File: src/rtl/pb_share_defines.svh
// Register offsets, field positions and reset values for the shared port B pins
`ifndef PB_SHARE_DEFINES_SVH
`define PB_SHARE_DEFINES_SVH

`define PB_ADDR_W        8
`define PB_DATA_W        8
`define PB_DATA_ADDR     8'h01
`define PB_DIR_ADDR      8'h05
`define PB_PDI_ADDR      8'h11
`define PB_SCR_ADDR      8'h0A
`define PB_SHARED_LSB    5
`define PB_SHARED_MSB    7
`define PB_SHARED_N      3
`define PB_SCR_SPE_BIT   6
`define PB_SCR_MASTER_SELECT_BIT_BIT  4
`define PB_DIR_RST       3'h0
`define PB_LATCH_RST     3'h0
`define PB_PDI_RST       3'h0
`define PB_READ_ZERO     8'h00
`define PB_SYNC_RST      3'h0

`endif

File: src/rtl/pb_share_pkg.sv
// Types shared by the port B pin-sharing logic
package pb_share_pkg;

    typedef enum logic [1:0] {
        ROLE_DATA_OUT = 2'b00,
        ROLE_DATA_IN  = 2'b01,
        ROLE_CLOCK    = 2'b10
    } pin_role_t;

    typedef struct packed {
        logic serial_enable_bit;
        logic master_select_bit;
    } serial_ctrl_t;

    typedef struct packed {
        logic dir;
        logic latch;
        logic pdi;
    } pin_cfg_t;

    typedef struct packed {
        logic oe;
        logic out;
        logic pd_on;
        logic rd;
    } pin_ctl_t;

endpackage

File: src/rtl/shared_pin_cell.sv
// Ownership selection for one shared port pin
module shared_pin_cell
    import pb_share_pkg::*;
#(
    parameter pin_role_t ROLE = ROLE_DATA_OUT
) (
    input  wire serial_ctrl_t ctrl,
    input  wire pin_cfg_t     cfg,
    input  wire logic         global_pd_off,
    input  wire logic         serial_drive,
    input  wire logic         pin_level,
    output pin_ctl_t          ctl
);

    logic serial_oe;

    always_comb begin
        case (ROLE)
            ROLE_DATA_OUT: serial_oe = 1'b1;
            ROLE_DATA_IN:  serial_oe = 1'b0;
            ROLE_CLOCK:    serial_oe = ctrl.master_select_bit;
            default:       serial_oe = 1'b0;
        endcase
    end

    always_comb begin
        if (ctrl.serial_enable_bit) begin
            ctl.oe  = serial_oe;
            ctl.out = serial_drive;
        end else begin
            ctl.oe  = cfg.dir;
            ctl.out = cfg.latch;
        end
        // Pulldown only on a plain input with no inhibit of any kind
        ctl.pd_on = !ctrl.serial_enable_bit && !cfg.dir && !cfg.pdi && !global_pd_off;
        // Readback ignores ownership: latch when an output, pin otherwise
        ctl.rd    = cfg.dir ? cfg.latch : pin_level;
    end

endmodule

File: src/rtl/port_b_serial_pin_sharing.sv
// Pin sharing between port B bits 5..7 and the simple serial port
//
// Local design decisions: the address map and the address-and-strobe port.
`include "pb_share_defines.svh"

module port_b_serial_pin_sharing
    import pb_share_pkg::*;
#(
    parameter int NPINS = `PB_SHARED_N
) (
    input  wire logic                    core_clk,
    input  wire logic                    rst_n,
    input  wire logic [`PB_ADDR_W-1:0]   reg_addr,
    input  wire logic [`PB_DATA_W-1:0]   reg_wdata,
    input  wire logic                    reg_wr,
    input  wire logic                    reg_rd,
    output logic      [`PB_DATA_W-1:0]   reg_rdata,
    input  wire logic                    global_pulldown_disable,
    input  wire logic                    serial_data_out,
    input  wire logic                    serial_clk_out,
    output logic                         serial_data_in,
    output logic                         serial_clk_in,
    output serial_ctrl_t                 serial_ctrl,
    input  wire logic [NPINS-1:0]        pin_in,
    output logic      [NPINS-1:0]        pin_out,
    output logic      [NPINS-1:0]        pin_oe,
    output logic      [NPINS-1:0]        pulldown_on
);

    logic [NPINS-1:0] dir_reg;
    logic [NPINS-1:0] dir_next;
    logic [NPINS-1:0] latch_reg;
    logic [NPINS-1:0] latch_next;
    logic [NPINS-1:0] pdi_reg;
    logic [NPINS-1:0] pdi_next;
    serial_ctrl_t     scr_reg;
    serial_ctrl_t     scr_next;
    logic [NPINS-1:0] pin_meta_reg;
    logic [NPINS-1:0] pin_sync_reg;
    logic [NPINS-1:0] cell_oe;
    logic [NPINS-1:0] cell_out;
    logic [NPINS-1:0] cell_pd;
    logic [NPINS-1:0] cell_rd;
    logic [NPINS-1:0] serial_drive;
    logic [`PB_DATA_W-1:0] rd_word;

    assign serial_ctrl = scr_reg;

    // Register write decode
    always_comb begin
        dir_next   = dir_reg;
        latch_next = latch_reg;
        pdi_next   = pdi_reg;
        scr_next   = scr_reg;
        if (reg_wr && reg_addr == `PB_DIR_ADDR) begin
            dir_next = reg_wdata[`PB_SHARED_MSB:`PB_SHARED_LSB];
        end else if (reg_wr && reg_addr == `PB_DATA_ADDR) begin
            latch_next = reg_wdata[`PB_SHARED_MSB:`PB_SHARED_LSB];
        end else if (reg_wr && reg_addr == `PB_PDI_ADDR) begin
            pdi_next = reg_wdata[`PB_SHARED_MSB:`PB_SHARED_LSB];
        end else if (reg_wr && reg_addr == `PB_SCR_ADDR) begin
            scr_next.serial_enable_bit  = reg_wdata[`PB_SCR_SPE_BIT];
            scr_next.master_select_bit = reg_wdata[`PB_SCR_MASTER_SELECT_BIT_BIT];
        end
    end

    always_ff @(posedge core_clk) begin
        if (!rst_n) begin
            dir_reg <= `PB_DIR_RST;
        end else begin
            dir_reg <= dir_next;
        end
    end

    always_ff @(posedge core_clk) begin
        if (!rst_n) begin
            latch_reg <= `PB_LATCH_RST;
        end else begin
            latch_reg <= latch_next;
        end
    end

    always_ff @(posedge core_clk) begin
        if (!rst_n) begin
            pdi_reg <= `PB_PDI_RST;
        end else begin
            pdi_reg <= pdi_next;
        end
    end

    always_ff @(posedge core_clk) begin
        if (!rst_n) begin
            scr_reg <= '0;
        end else begin
            scr_reg <= scr_next;
        end
    end

    // Pins are asynchronous to the core; two stages before anything looks
    always_ff @(posedge core_clk) begin
        if (!rst_n) begin
            pin_meta_reg <= `PB_SYNC_RST;
            pin_sync_reg <= `PB_SYNC_RST;
        end else begin
            pin_meta_reg <= pin_in;
            pin_sync_reg <= pin_meta_reg;
        end
    end

    assign serial_drive = {serial_clk_out, 1'b0, serial_data_out};

    // Cells see the next register values, so the registered pin controls
    // change on the same edge as the control bits themselves
    generate
        for (genvar i = 0; i < NPINS; i++) begin : g_pin
            localparam pin_role_t R = (i == 0) ? ROLE_DATA_OUT :
                                      (i == 1) ? ROLE_DATA_IN : ROLE_CLOCK;
            pin_cfg_t cfg;
            pin_ctl_t ctl;
            assign cfg = '{dir: dir_next[i], latch: latch_next[i], pdi: pdi_next[i]};
            shared_pin_cell #(
                .ROLE (R)
            ) u_cell (
                .ctrl          (scr_next),
                .cfg           (cfg),
                .global_pd_off (global_pulldown_disable),
                .serial_drive  (serial_drive[i]),
                .pin_level     (pin_sync_reg[i]),
                .ctl           (ctl)
            );
            assign cell_oe[i]  = ctl.oe;
            assign cell_out[i] = ctl.out;
            assign cell_pd[i]  = ctl.pd_on;
            assign cell_rd[i]  = ctl.rd;
        end
    endgenerate

    always_ff @(posedge core_clk) begin
        if (!rst_n) begin
            pin_oe      <= '0;
            pin_out     <= '0;
            pulldown_on <= '0;
        end else begin
            pin_oe      <= cell_oe;
            pin_out     <= cell_out;
            pulldown_on <= cell_pd;
        end
    end

    // Serial inputs are always fed from the pin; the port ignores the
    // clock input while it is master
    always_ff @(posedge core_clk) begin
        if (!rst_n) begin
            serial_data_in <= 1'b0;
            serial_clk_in  <= 1'b0;
        end else begin
            serial_data_in <= pin_sync_reg[1];
            serial_clk_in  <= pin_sync_reg[2];
        end
    end

    // Read decode; unmapped addresses and unused bits read as zero
    always_comb begin
        rd_word = `PB_READ_ZERO;
        if (reg_addr == `PB_DATA_ADDR) begin
            rd_word[`PB_SHARED_MSB:`PB_SHARED_LSB] = cell_rd;
        end else if (reg_addr == `PB_DIR_ADDR) begin
            rd_word[`PB_SHARED_MSB:`PB_SHARED_LSB] = dir_reg;
        end else if (reg_addr == `PB_PDI_ADDR) begin
            rd_word[`PB_SHARED_MSB:`PB_SHARED_LSB] = pdi_reg;
        end else if (reg_addr == `PB_SCR_ADDR) begin
            rd_word[`PB_SCR_SPE_BIT]  = scr_reg.serial_enable_bit;
            rd_word[`PB_SCR_MASTER_SELECT_BIT_BIT] = scr_reg.master_select_bit;
        end
    end

    // Read data stand for one cycle only
    always_ff @(posedge core_clk) begin
        if (!rst_n) begin
            reg_rdata <= `PB_READ_ZERO;
        end else if (reg_rd) begin
            reg_rdata <= rd_word;
        end else begin
            reg_rdata <= `PB_READ_ZERO;
        end
    end
endmodule

File: config.mk
export PLATFORM = sky130hd
export DESIGN_NAME = port_b_serial_pin_sharing
export DESIGN_NICKNAME = d
export VERILOG_FILES = /design/src/rtl/pb_share_pkg.sv /design/src/rtl/shared_pin_cell.sv /design/src/rtl/port_b_serial_pin_sharing.sv
export VERILOG_INCLUDE_DIRS = /design/src /design/src/rtl
export SDC_FILE = /design/constraint.sdc
export NUM_CORES = 1
export LEC_CHECK = 0
export ABC_AREA = 1
export BUFFER_PORTS_ARGS = -buffer_cell sky130_fd_sc_hd__buf_2
export CORE_ASPECT_RATIO = 2
export CORE_MARGIN = 10
export CORE_UTILIZATION = 30
export CTS_CLUSTER_DIAMETER = 200
export DETAILED_ROUTE_END_ITERATION = 7
export HOLD_SLACK_MARGIN = 0.05
export PLACE_DENSITY_LB_ADDON = 0.2
export SETUP_SLACK_MARGIN = 0.1
export SLEW_MARGIN = 20
export SYNTH_ARGS = -nofsm -noshare
export SYNTH_HDL_FRONTEND = slang
export SYNTH_SLANG_ARGS = --single-unit
export TNS_END_PERCENT = 50
File: constraint.sdc
create_clock -name core_clk -period 1.3 [get_ports core_clk]
set_input_delay 0.065 -clock core_clk [delete_from_list [all_inputs] [get_ports core_clk]]
set_output_delay 0.065 -clock core_clk [all_outputs]
set_load 0.005 [all_outputs]
# Word level (Yosys, flattened, before mapping)
# Cells that the tools add are included.
totals:
  reg_bits: 36
  latch_bits: 0
  mem_bits_rw: 0
  romBits: 0
  in_bits: 26
  output_inout_bits: 21
  elab_cells: 69
  mem_count: 0
classes:
  addsub: 0
  mul: 0
  div: 0
  n_lt_le_gt_ge: 0
  n_eq_ne: 4
  n_shift: 0
  mux: 21
  n_bitwise: 3
  reduce_logical: 24
op_table:
  columns: ["op", "n"]
  rows:
  - ["3-bit two-way mux", 8]
  - ["1-bit logical AND", 13]
  - ["2-bit two-way mux", 6]
  - ["8-bit by 1-bit equality test with 1-bit output, second input constant", 1]
  - ["8-bit by 3-bit equality test with 1-bit output, second input constant", 1]
  - ["8-bit by 4-bit equality test with 1-bit output, second input constant", 1]
  - ["8-bit by 5-bit equality test with 1-bit output, second input constant", 1]
  - ["1-bit logical NOT", 8]
  - ["1-bit two-way mux", 7]
  - ["6-bit OR reduction", 1]
  - ["1-bit inverter", 3]
  - ["2-bit AND reduction", 1]
  - ["2-bit OR reduction", 1]

# Longest topological paths before layout
# Gate-level depths: netlist (run 1).
logic_depth:
  word_depth: 10
  mapped_depth: 11
  depth_no_buf: 11

# Hierarchy
# From an unflattened synthesis (run 1), not the netlist that was laid out.
hier_totals:
  cells_unflattened: 227
  area_unflattened_um2: 1550.2
by_module_without_submodules:
  columns: ["module", "n_inst", "cells_per_inst", "area_each_um2", "seq_area_each_um2"]
  rows:
  - ["port_b_serial_pin_sharing", 1, 185, 1386.3, 640.6]
  - ["shared_pin_cell (g_pin[2].u_cell)", 1, 15, 57.6, 0.0]
  - ["shared_pin_cell (g_pin[0].u_cell)", 1, 13, 53.8, 0.0]
  - ["shared_pin_cell (g_pin[1].u_cell)", 1, 14, 52.6, 0.0]

# Worst setup path before layout (run 1)
# OpenSTA, ideal clock, no wires.
synth_timing:
  path_kind: "input-to-reg"
  from: "input port reg_addr[5]"
  to: "register pin_oe[2]"
  setup_time_ns: 0.109
  arrival_time_ns: 0.857
  t_required_ns: 1.191
  slack_ns: 0.334
  cell_stages: 9
  path_buffers: 0
  cell_sequence: "nor2_1 > nand2_2 > clkinv_4 > nand4_4 > or2_1 > nand3_1 > nand2_1 > nand2_1 > inv_1"
synth_via:
  elab_chain_len: 7
  elab_cells_between_ends: 14
  cone_classes: "4 x eq/ne; 6 x mux; 4 x reduce/logical"
synth_rtl:
  columns: ["element", "line", "text"]
  rows:
  - ["start: declaration", "port_b_serial_pin_sharing.sv:13", "input wire logic [`PB_ADDR_W-1:0] reg_addr,"]
  - ["8-bit by 4-bit equality test with 1-bit output (no source line)", null, null]
  - ["1-bit logical AND (no source line)", null, null]
  - ["2-bit two-way mux", "port_b_serial_pin_sharing.sv:61", "end else if (reg_wr && reg_addr == `PB_SCR_ADDR) begin"]
  - ["2-bit two-way mux", "port_b_serial_pin_sharing.sv:59", "end else if (reg_wr && reg_addr == `PB_PDI_ADDR) begin"]
  - ["2-bit two-way mux", "port_b_serial_pin_sharing.sv:57", "end else if (reg_wr && reg_addr == `PB_DATA_ADDR) begin"]
  - ["2-bit two-way mux", "port_b_serial_pin_sharing.sv:55", "if (reg_wr && reg_addr == `PB_DIR_ADDR) begin"]
  - ["2-bit two-way mux *", "shared_pin_cell.sv:27", "if (ctrl.serial_enable_bit) begin"]
  - ["end signal: assignment", "port_b_serial_pin_sharing.sv:144", "pin_oe <= cell_oe;"]
  - ["end: declaration", "port_b_serial_pin_sharing.sv:26", "output logic [NPINS-1:0] pin_oe,"]
# Mark *: on every way between the ends. The rest lies on a longest branch, timed or not.
# A chain may end at the register's enable or synchronous reset.

# Worst setup path in the final report (run 1)
layout_timing:
  from: "register scr_reg (netlist bit serial_ctrl[1])"
  to: "register pin_out[2]"
layout_via:
  elab_chain_len: 5
layout_rtl:
  columns: ["element", "line", "text"]
  rows:
  - ["start: declaration", "port_b_serial_pin_sharing.sv:36", "serial_ctrl_t scr_reg;"]
  - ["start signal: assignment", "port_b_serial_pin_sharing.sv:95", "scr_reg <= scr_next;"]
  - ["2-bit two-way mux", "port_b_serial_pin_sharing.sv:61", null]
  - ["2-bit two-way mux", "port_b_serial_pin_sharing.sv:59", null]
  - ["2-bit two-way mux", "port_b_serial_pin_sharing.sv:57", null]
  - ["2-bit two-way mux *", "port_b_serial_pin_sharing.sv:55", null]
  - ["2-bit two-way mux *", "shared_pin_cell.sv:27", null]
  - ["end signal: assignment", "port_b_serial_pin_sharing.sv:145", "pin_out <= cell_out;"]
  - ["end: declaration", "port_b_serial_pin_sharing.sv:25", "output logic [NPINS-1:0] pin_out,"]
# Marked as above.

==> flow_summary_export.csv, run 1 <==
group,metric,value,unit
run_status,status,"completed",
logic_synthesis,yosysTopAreaCellShare,0.456,
power_and_ir_drop,p_leak,1.01,nW
critical_path,worstPathArrival,1.22,ns
critical_path,slowest_delay,0.32,ns
clock_network,clock_path_buffers,2,
logic_synthesis,syn_area,1400,um2
logic_synthesis,synth-seq-area-share,0.456,
floorplanning,start_util,0.308,
sta,slew_violations,0,
clock_network,cts_tree,"built",
clock_network,cts_inserted_buffers,5,
critical_path,cp-end-kind,"flip-flop",
critical_path,cp_common_cell,"nand2_1",
route,vias,1266,
global_routing,grt_max_degree,12,
logic_synthesis,synth.largest_area_cell,"dfxtp_1",
logic_synthesis,ys_ff_latch,32,
clock_network,cts_sinks,32,
critical_path,worst_setup_path_start_kind,"flip-flop",
power_and_ir_drop,powerDensity,1040,nW/um2
clock_network,cts-htree-levels,2,
floorplanning,dieArea,7980,um2
sta,finalCritPeriodShare,0.771,
final_layout,diodes,0,
critical_path,r2r_start,"serial_ctrl[1]",
critical_path,startpoint,"serial_ctrl[1]",
sta,timing.fmax,998,MHz
floorplanning,num_rows,35,
sta,clock_skew,0.00295,ns
logic_synthesis,synth.distinct_cells,25,
final_layout,largest_register_ffs,4,
worst_hold_path,hold_path_class,"in -> reg",
final_layout,drive_gt1_frac,0.294,
route,dr.pass1.iters,4,
worst_hold_path,hold_start,"global_pulldown_disable",
power_and_ir_drop,p_int,1.49,mW
placed_design,finalWeightedCongestion,0.825,
critical_path,critPathSlowestCell,"dfxtp_1",
sta,setup_tns,0,ns
placed_design,port_buffers,38,
floorplanning,die_w,68.4,um
route,antenna_left,0,
worst_hold_path,hold_end,"pulldown_on[2]",
critical_path,r2r_cells,7,
final_layout,regMostFlops,"reg_rdata",
global_routing,grt_pass1_vias,1307,
critical_path,crit-reg2reg-capture,"pin_out[2]",
final_layout,finalNetCount,277,
floorplanning,dieHeight,117,um
route,wire_per_inst,11.3,um
clock_network,clk_pin_slew,0.06,ns
sta,timing.hold.ws,0.0666,ns
sta,period_needed,1.00,ns
critical_path,worstPathRequired,1.52,ns
clock_network,cts_setup_buffers,0,
power_and_ir_drop,power.share.sequential,0.518,
global_routing,antenna_found_initial,0,
sta,finalSetupViolations,0,
final_layout,multi_input_area,582,um2
route,viasPerCell,4.12,
worst_hold_path,whs_path_depth,4,
final_layout,ff_latch_area,641,um2
sta,rsz0062_at_grt,"false",
floorplanning,ioPinCount,47,
power_and_ir_drop,p_clk_frac,0.403,
route,drc_errors,0,
route,wl,3.46,mm
power_and_ir_drop,p_sw,0.439,mW
sta,hold_viol_final,0,
power_and_ir_drop,peakVddDrop,0.000674,V
critical_path,crit_chain,"inv_1, nand2_1, o21ai_4, buf_4, nor2_4, nand2_1, o21ai_1",
final_layout,fill_cells,503,
final_layout,instances_no_fill,307,
placed_design,place_inst,294,
placed_design,hpwl,2.90,mm
logic_synthesis,synthCells,193,
clock_network,clk_latency,0.28,ns
global_routing,grt_pass1_wl,5.70,mm
critical_path,worstSetupPathType,"reg -> reg",
critical_path,r2r_slack,0.30,ns
logic_synthesis,yosys_warnings,0,
critical_path,crit_fanout,4,
power_and_ir_drop,swShare,0.227,
logic_synthesis,synth_area_per_cell,7.27,um2
floorplanning,core_region_area,4550,um2
power_and_ir_drop,combPwrFrac,0.079,
final_layout,syn2layout_area_growth,32.4,%
global_routing,overflow,0,
route,drt-initial-drc-count,26,
clock_network,cts-root-buf,"clkbuf_8",
logic_synthesis,yosys-top-cells-area,"dfxtp_1, nand2_1, inv_1",
global_routing,track_usage,0.0964,
flow_run,maxCapViolations,0,
final cells by class:
type / instances / share of cell area
sequential: 32 / 0.345
multi-input combinational: 118 / 0.313
timing repair buffer: 54 / 0.174
inverter: 40 / 0.0834
clock buffer: 8 / 0.0485
tap: 55 / 0.0370
power by group through the flow:
| stage | Clock [mW] | Combinational [mW] | Sequential [mW] |
|---|---|---|---|
| after detailed placement | 0 | 0.144 | 1.02 |
| after floorplan | 0 | 0.0770 | 1.02 |
| after global routing | 0.855 | 0.174 | 1.00 |
| after CTS | 0.817 | 0.156 | 1.00 |
| final | 0.779 | 0.153 | 1.00 |
| after global placement | 0 | 0.143 | 1.02 |
Yosys cell counts, drive strengths merged:
cell type and number:
a21oi 4, buf 4, clkbuf 2, clkinv 1, conb 1, dfxtp 32, inv 39, nand2 51
nand3 16, nand4 1, nor2 30, nor3 1, nor3b 1, nor4 1, o21ai 8, or2 1
kinds of logic (layout without fill, tap and decap cells):
kind of cell / count (synthesis) / in the layout / synth area share
AO/OA/AOI/OAI: 12 / 12 / 0.0562
flip-flops: 32 / 32 / 0.456
other: 1 / 4 / 0.00267
AND/OR/NAND/NOR: 102 / 102 / 0.348
buffers and inverters: 46 / 102 / 0.137
critical path, delay by kind of cell, from the launching register on:
| family | cells | cell delay [ns] |
|---|---|---|
| DFF | 1 | 0.32 |
| and+or+nand+nor | 3 | 0.26 |
| buffers and inverters | 2 | 0.20 |
| AOI/OAI and AO/OA | 2 | 0.17 |
what timing repair did:
item	in CTS	in global routing
hold buffers	5	0
resized for setup	0	0
endpoints found under the hold margin	5	0
endpoints found under the setup margin	0	0
stage by stage:
step	util	area (um2)	setup slack (ns)	total power [mW]
CTS	0.408	1860	0.277	1.97
finish	0.408	1860	0.298	1.93
global placement	0.377	1720	0.0356	1.17
global route	0.408	1860	0.194	2.03
detailed placement	0.377	1720	0.0311	1.17
floorplan	-	1420	0.334	1.10
cell usage in the layout (no fill, tap or decap), drive strengths merged, types with 4 or more instances in the layout:
| master | count |
|---|---|
| nor2 | 30 |
| buf | 49 |
| o21ai | 8 |
| inv | 39 |
| nand3 | 16 |
| clkbuf | 8 |
| a21oi | 4 |
| nand2 | 51 |
| dfxtp | 32 |
| conb | 4 |
| dlygate4sd3 | 5 |
worst max-delay path by stage:
| stage | endpoint | slack [ns] |
|---|---|---|
| after floorplan | pin_oe[2] | 0.33 |
| after global placement | pulldown_on[2] | 0.04 |
| after detailed placement | pin_oe[2] | 0.03 |
| after CTS | pin_out[2] | 0.28 |
| after global routing | pulldown_on[2] | 0.19 |
| final | pin_out[2] | 0.30 |
routing by layer:
| metal | GRT usage | vias to the layer above | wire [um] |
|---|---|---|---|
| met5 | 0 | - | 0 |
| met4 | 0.0729 | 0 | 153 |
| met3 | 0.0317 | 11 | 212 |
| met2 | 0.170 | 33 | 1860 |
| met1 | 0.0853 | 540 | 1230 |
| li1 | - | 682 | - |
(Power assumes the default switching activity.)
==> run 2: changes to the inputs <==
==> constraint.sdc (replaced) <==
create_clock -name core_clk -period 0.8 [get_ports core_clk]
set_input_delay 0.04 -clock core_clk [delete_from_list [all_inputs] [get_ports core_clk]]
set_output_delay 0.04 -clock core_clk [all_outputs]
set_load 0.005 [all_outputs]
==> flow_summary_export.csv, run 2 (synthesis results as in run 1) <==
group,metric,value,unit
run_status,status,"finished with violations",
run_status,violations,"negative setup slack",
placed_design,finalWeightedCongestion,0.802,
final_layout,regMostFlops,"reg_rdata",
final_layout,drive_gt1_frac,0.525,
route,drc_errors,0,
critical_path,r2r_cells,7,
critical_path,r2r_slack,-0.12,ns
route,wire_per_inst,12.8,um
floorplanning,dieArea,7980,um2
clock_network,clk_pin_slew,0.06,ns
sta,timing.hold.ws,0.0579,ns
sta,worst_slack,-0.116,ns
floorplanning,ioPinCount,47,
route,antenna_left,0,
sta,finalCritPeriodShare,1.14,
sta,timing.fmax,1090,MHz
clock_network,clk_latency,0.28,ns
floorplanning,num_rows,35,
clock_network,cts_sinks,32,
critical_path,slowest_delay,0.33,ns
route,viasPerCell,4.25,
route,vias,1350,
critical_path,crit-reg2reg-capture,"pin_oe[2]",
clock_network,cts_inserted_buffers,5,
flow_run,maxCapViolations,0,
placed_design,port_buffers,38,
final_layout,largest_register_ffs,4,
critical_path,crit_chain,"inv_2, nand2_2, o21ai_4, nand2_4, nand2_4, nand2_2, inv_1",
power_and_ir_drop,peakVddDrop,0.00121,V
global_routing,grt_pass1_vias,1413,
worst_hold_path,hold_path_class,"in -> reg",
sta,hold_viol_final,0,
critical_path,critPathSlowestCell,"dfxtp_2",
route,wl,4.08,mm
clock_network,cts-htree-levels,2,
final_layout,diodes,0,
route,drt-initial-drc-count,32,
worst_hold_path,whs_path_depth,4,
sta,clock_skew,0.00679,ns
final_layout,finalNetCount,289,
critical_path,r2r_start,"serial_ctrl[1]",
global_routing,overflow,0,
floorplanning,start_util,0.308,
sta,period_needed,0.916,ns
final_layout,fill_cells,490,
global_routing,antenna_found_initial,0,
clock_network,cts-root-buf,"clkbuf_8",
global_routing,grt_max_degree,10,
critical_path,crit_fanout,5,
worst_hold_path,hold_start,"global_pulldown_disable",
global_routing,track_usage,0.112,
clock_network,cts_tree,"built",
sta,rsz0062_at_grt,"true",
power_and_ir_drop,p_leak,1.13,nW
floorplanning,die_w,68.4,um
route,dr.pass1.iters,4,
worst_hold_path,hold_end,"pulldown_on[0]",
critical_path,worstSetupPathType,"reg -> reg",
critical_path,worst_setup_path_start_kind,"flip-flop",
power_and_ir_drop,powerDensity,1410,nW/um2
clock_network,clock_path_buffers,2,
sta,finalSetupViolations,12,
global_routing,grt_pass1_wl,6.52,mm
placed_design,hpwl,3.14,mm
final_layout,syn2layout_area_growth,59.6,%
final_layout,layout_common_cells,"nand2_1, buf_2, inv_1, dfxtp_1, buf_4",
critical_path,cp-end-kind,"flip-flop",
critical_path,worstPathArrival,1.14,ns
critical_path,worstPathRequired,1.03,ns
final_layout,layout_commonest_cell,"nand2_1",
placed_design,dp_slack,-0.412,ns
floorplanning,dieHeight,117,um
sta,slew_violations,0,
floorplanning,core_region_area,4550,um2
[run 2: timing repair]
action / in CTS / in global routing
pin swaps: 14 / 31
hold buffers: 5 / 0
setup buffers: 2 / 3
resized for setup: 39 / 43
endpoints found under the hold margin: 6 / 0
setup endpoints to repair: 41 / 41
[run 2: how the worst max path moves through the flow]
stage	start	endpoint	slack (ns)
after global placement	reg_addr[0]	pin_oe[2]	-0.42
after floorplan	reg_addr[7]	pin_oe[2]	-0.11
after global routing	serial_ctrl[1]	pin_oe[2]	-0.17
after detailed placement	reg_addr[7]	reg_rdata[6]	-0.41
after CTS	serial_ctrl[1]	pin_oe[2]	-0.11
final	serial_ctrl[1]	pin_oe[2]	-0.12
[run 2: final cells by class]
class	instances	area (um2)	area share
Multi-Input combinational cell	118	767	0.342
Sequential cell	32	648	0.289
Clock inverter	1	5.00	0.00223
Timing Repair Buffer	66	507	0.226
Tap cell	55	68.8	0.0307
Inverter	40	173	0.0771
Clock buffer	6	72.6	0.0324
[run 2: worst max-delay path: cells and delay by family, from the launching register on]
kind,cells,cell delay (ns)
flip-flops,1,0.33
buffers and inverters,2,0.10
AO/OA/AOI/OAI,1,0.12
AND/OR/NAND/NOR,4,0.31
[run 2: routing by layer]
layer | up-vias | part of all wire | GRT usage
li1 | 707 | - | -
met1 | 613 | 0.32 | 0.0955
met2 | 23 | 0.60 | 0.211
met3 | 7 | 0.039 | 0.0288
met4 | 0 | 0.034 | 0.0742
met5 | - | 0 | 0
[run 2: where the power goes]
part / leakage, nW / switching (mW) / internal [mW]
Combinational: 0.831 / 0.194 / 0.172
Sequential: 0.263 / 0.00874 / 1.62
Clock: 0.0410 / 0.566 / 0.590
[run 2: metrics by stage]
| step | setup TNS, ns | cells | cell area, um2 | power (mW) | util |
|---|---|---|---|---|---|
| floorplan | -0.868 | 196 | 1440 | 1.80 | - |
| global placement | -7.00 | 301 | 1800 | 1.93 | 0.395 |
| detailed placement | -7.06 | 301 | 1800 | 1.93 | 0.395 |
| CTS | -0.800 | 315 | 2070 | 3.17 | 0.455 |
| global route | -1.81 | 318 | 2240 | 3.31 | 0.492 |
| finish | -0.770 | 318 | 2240 | 3.15 | 0.492 |
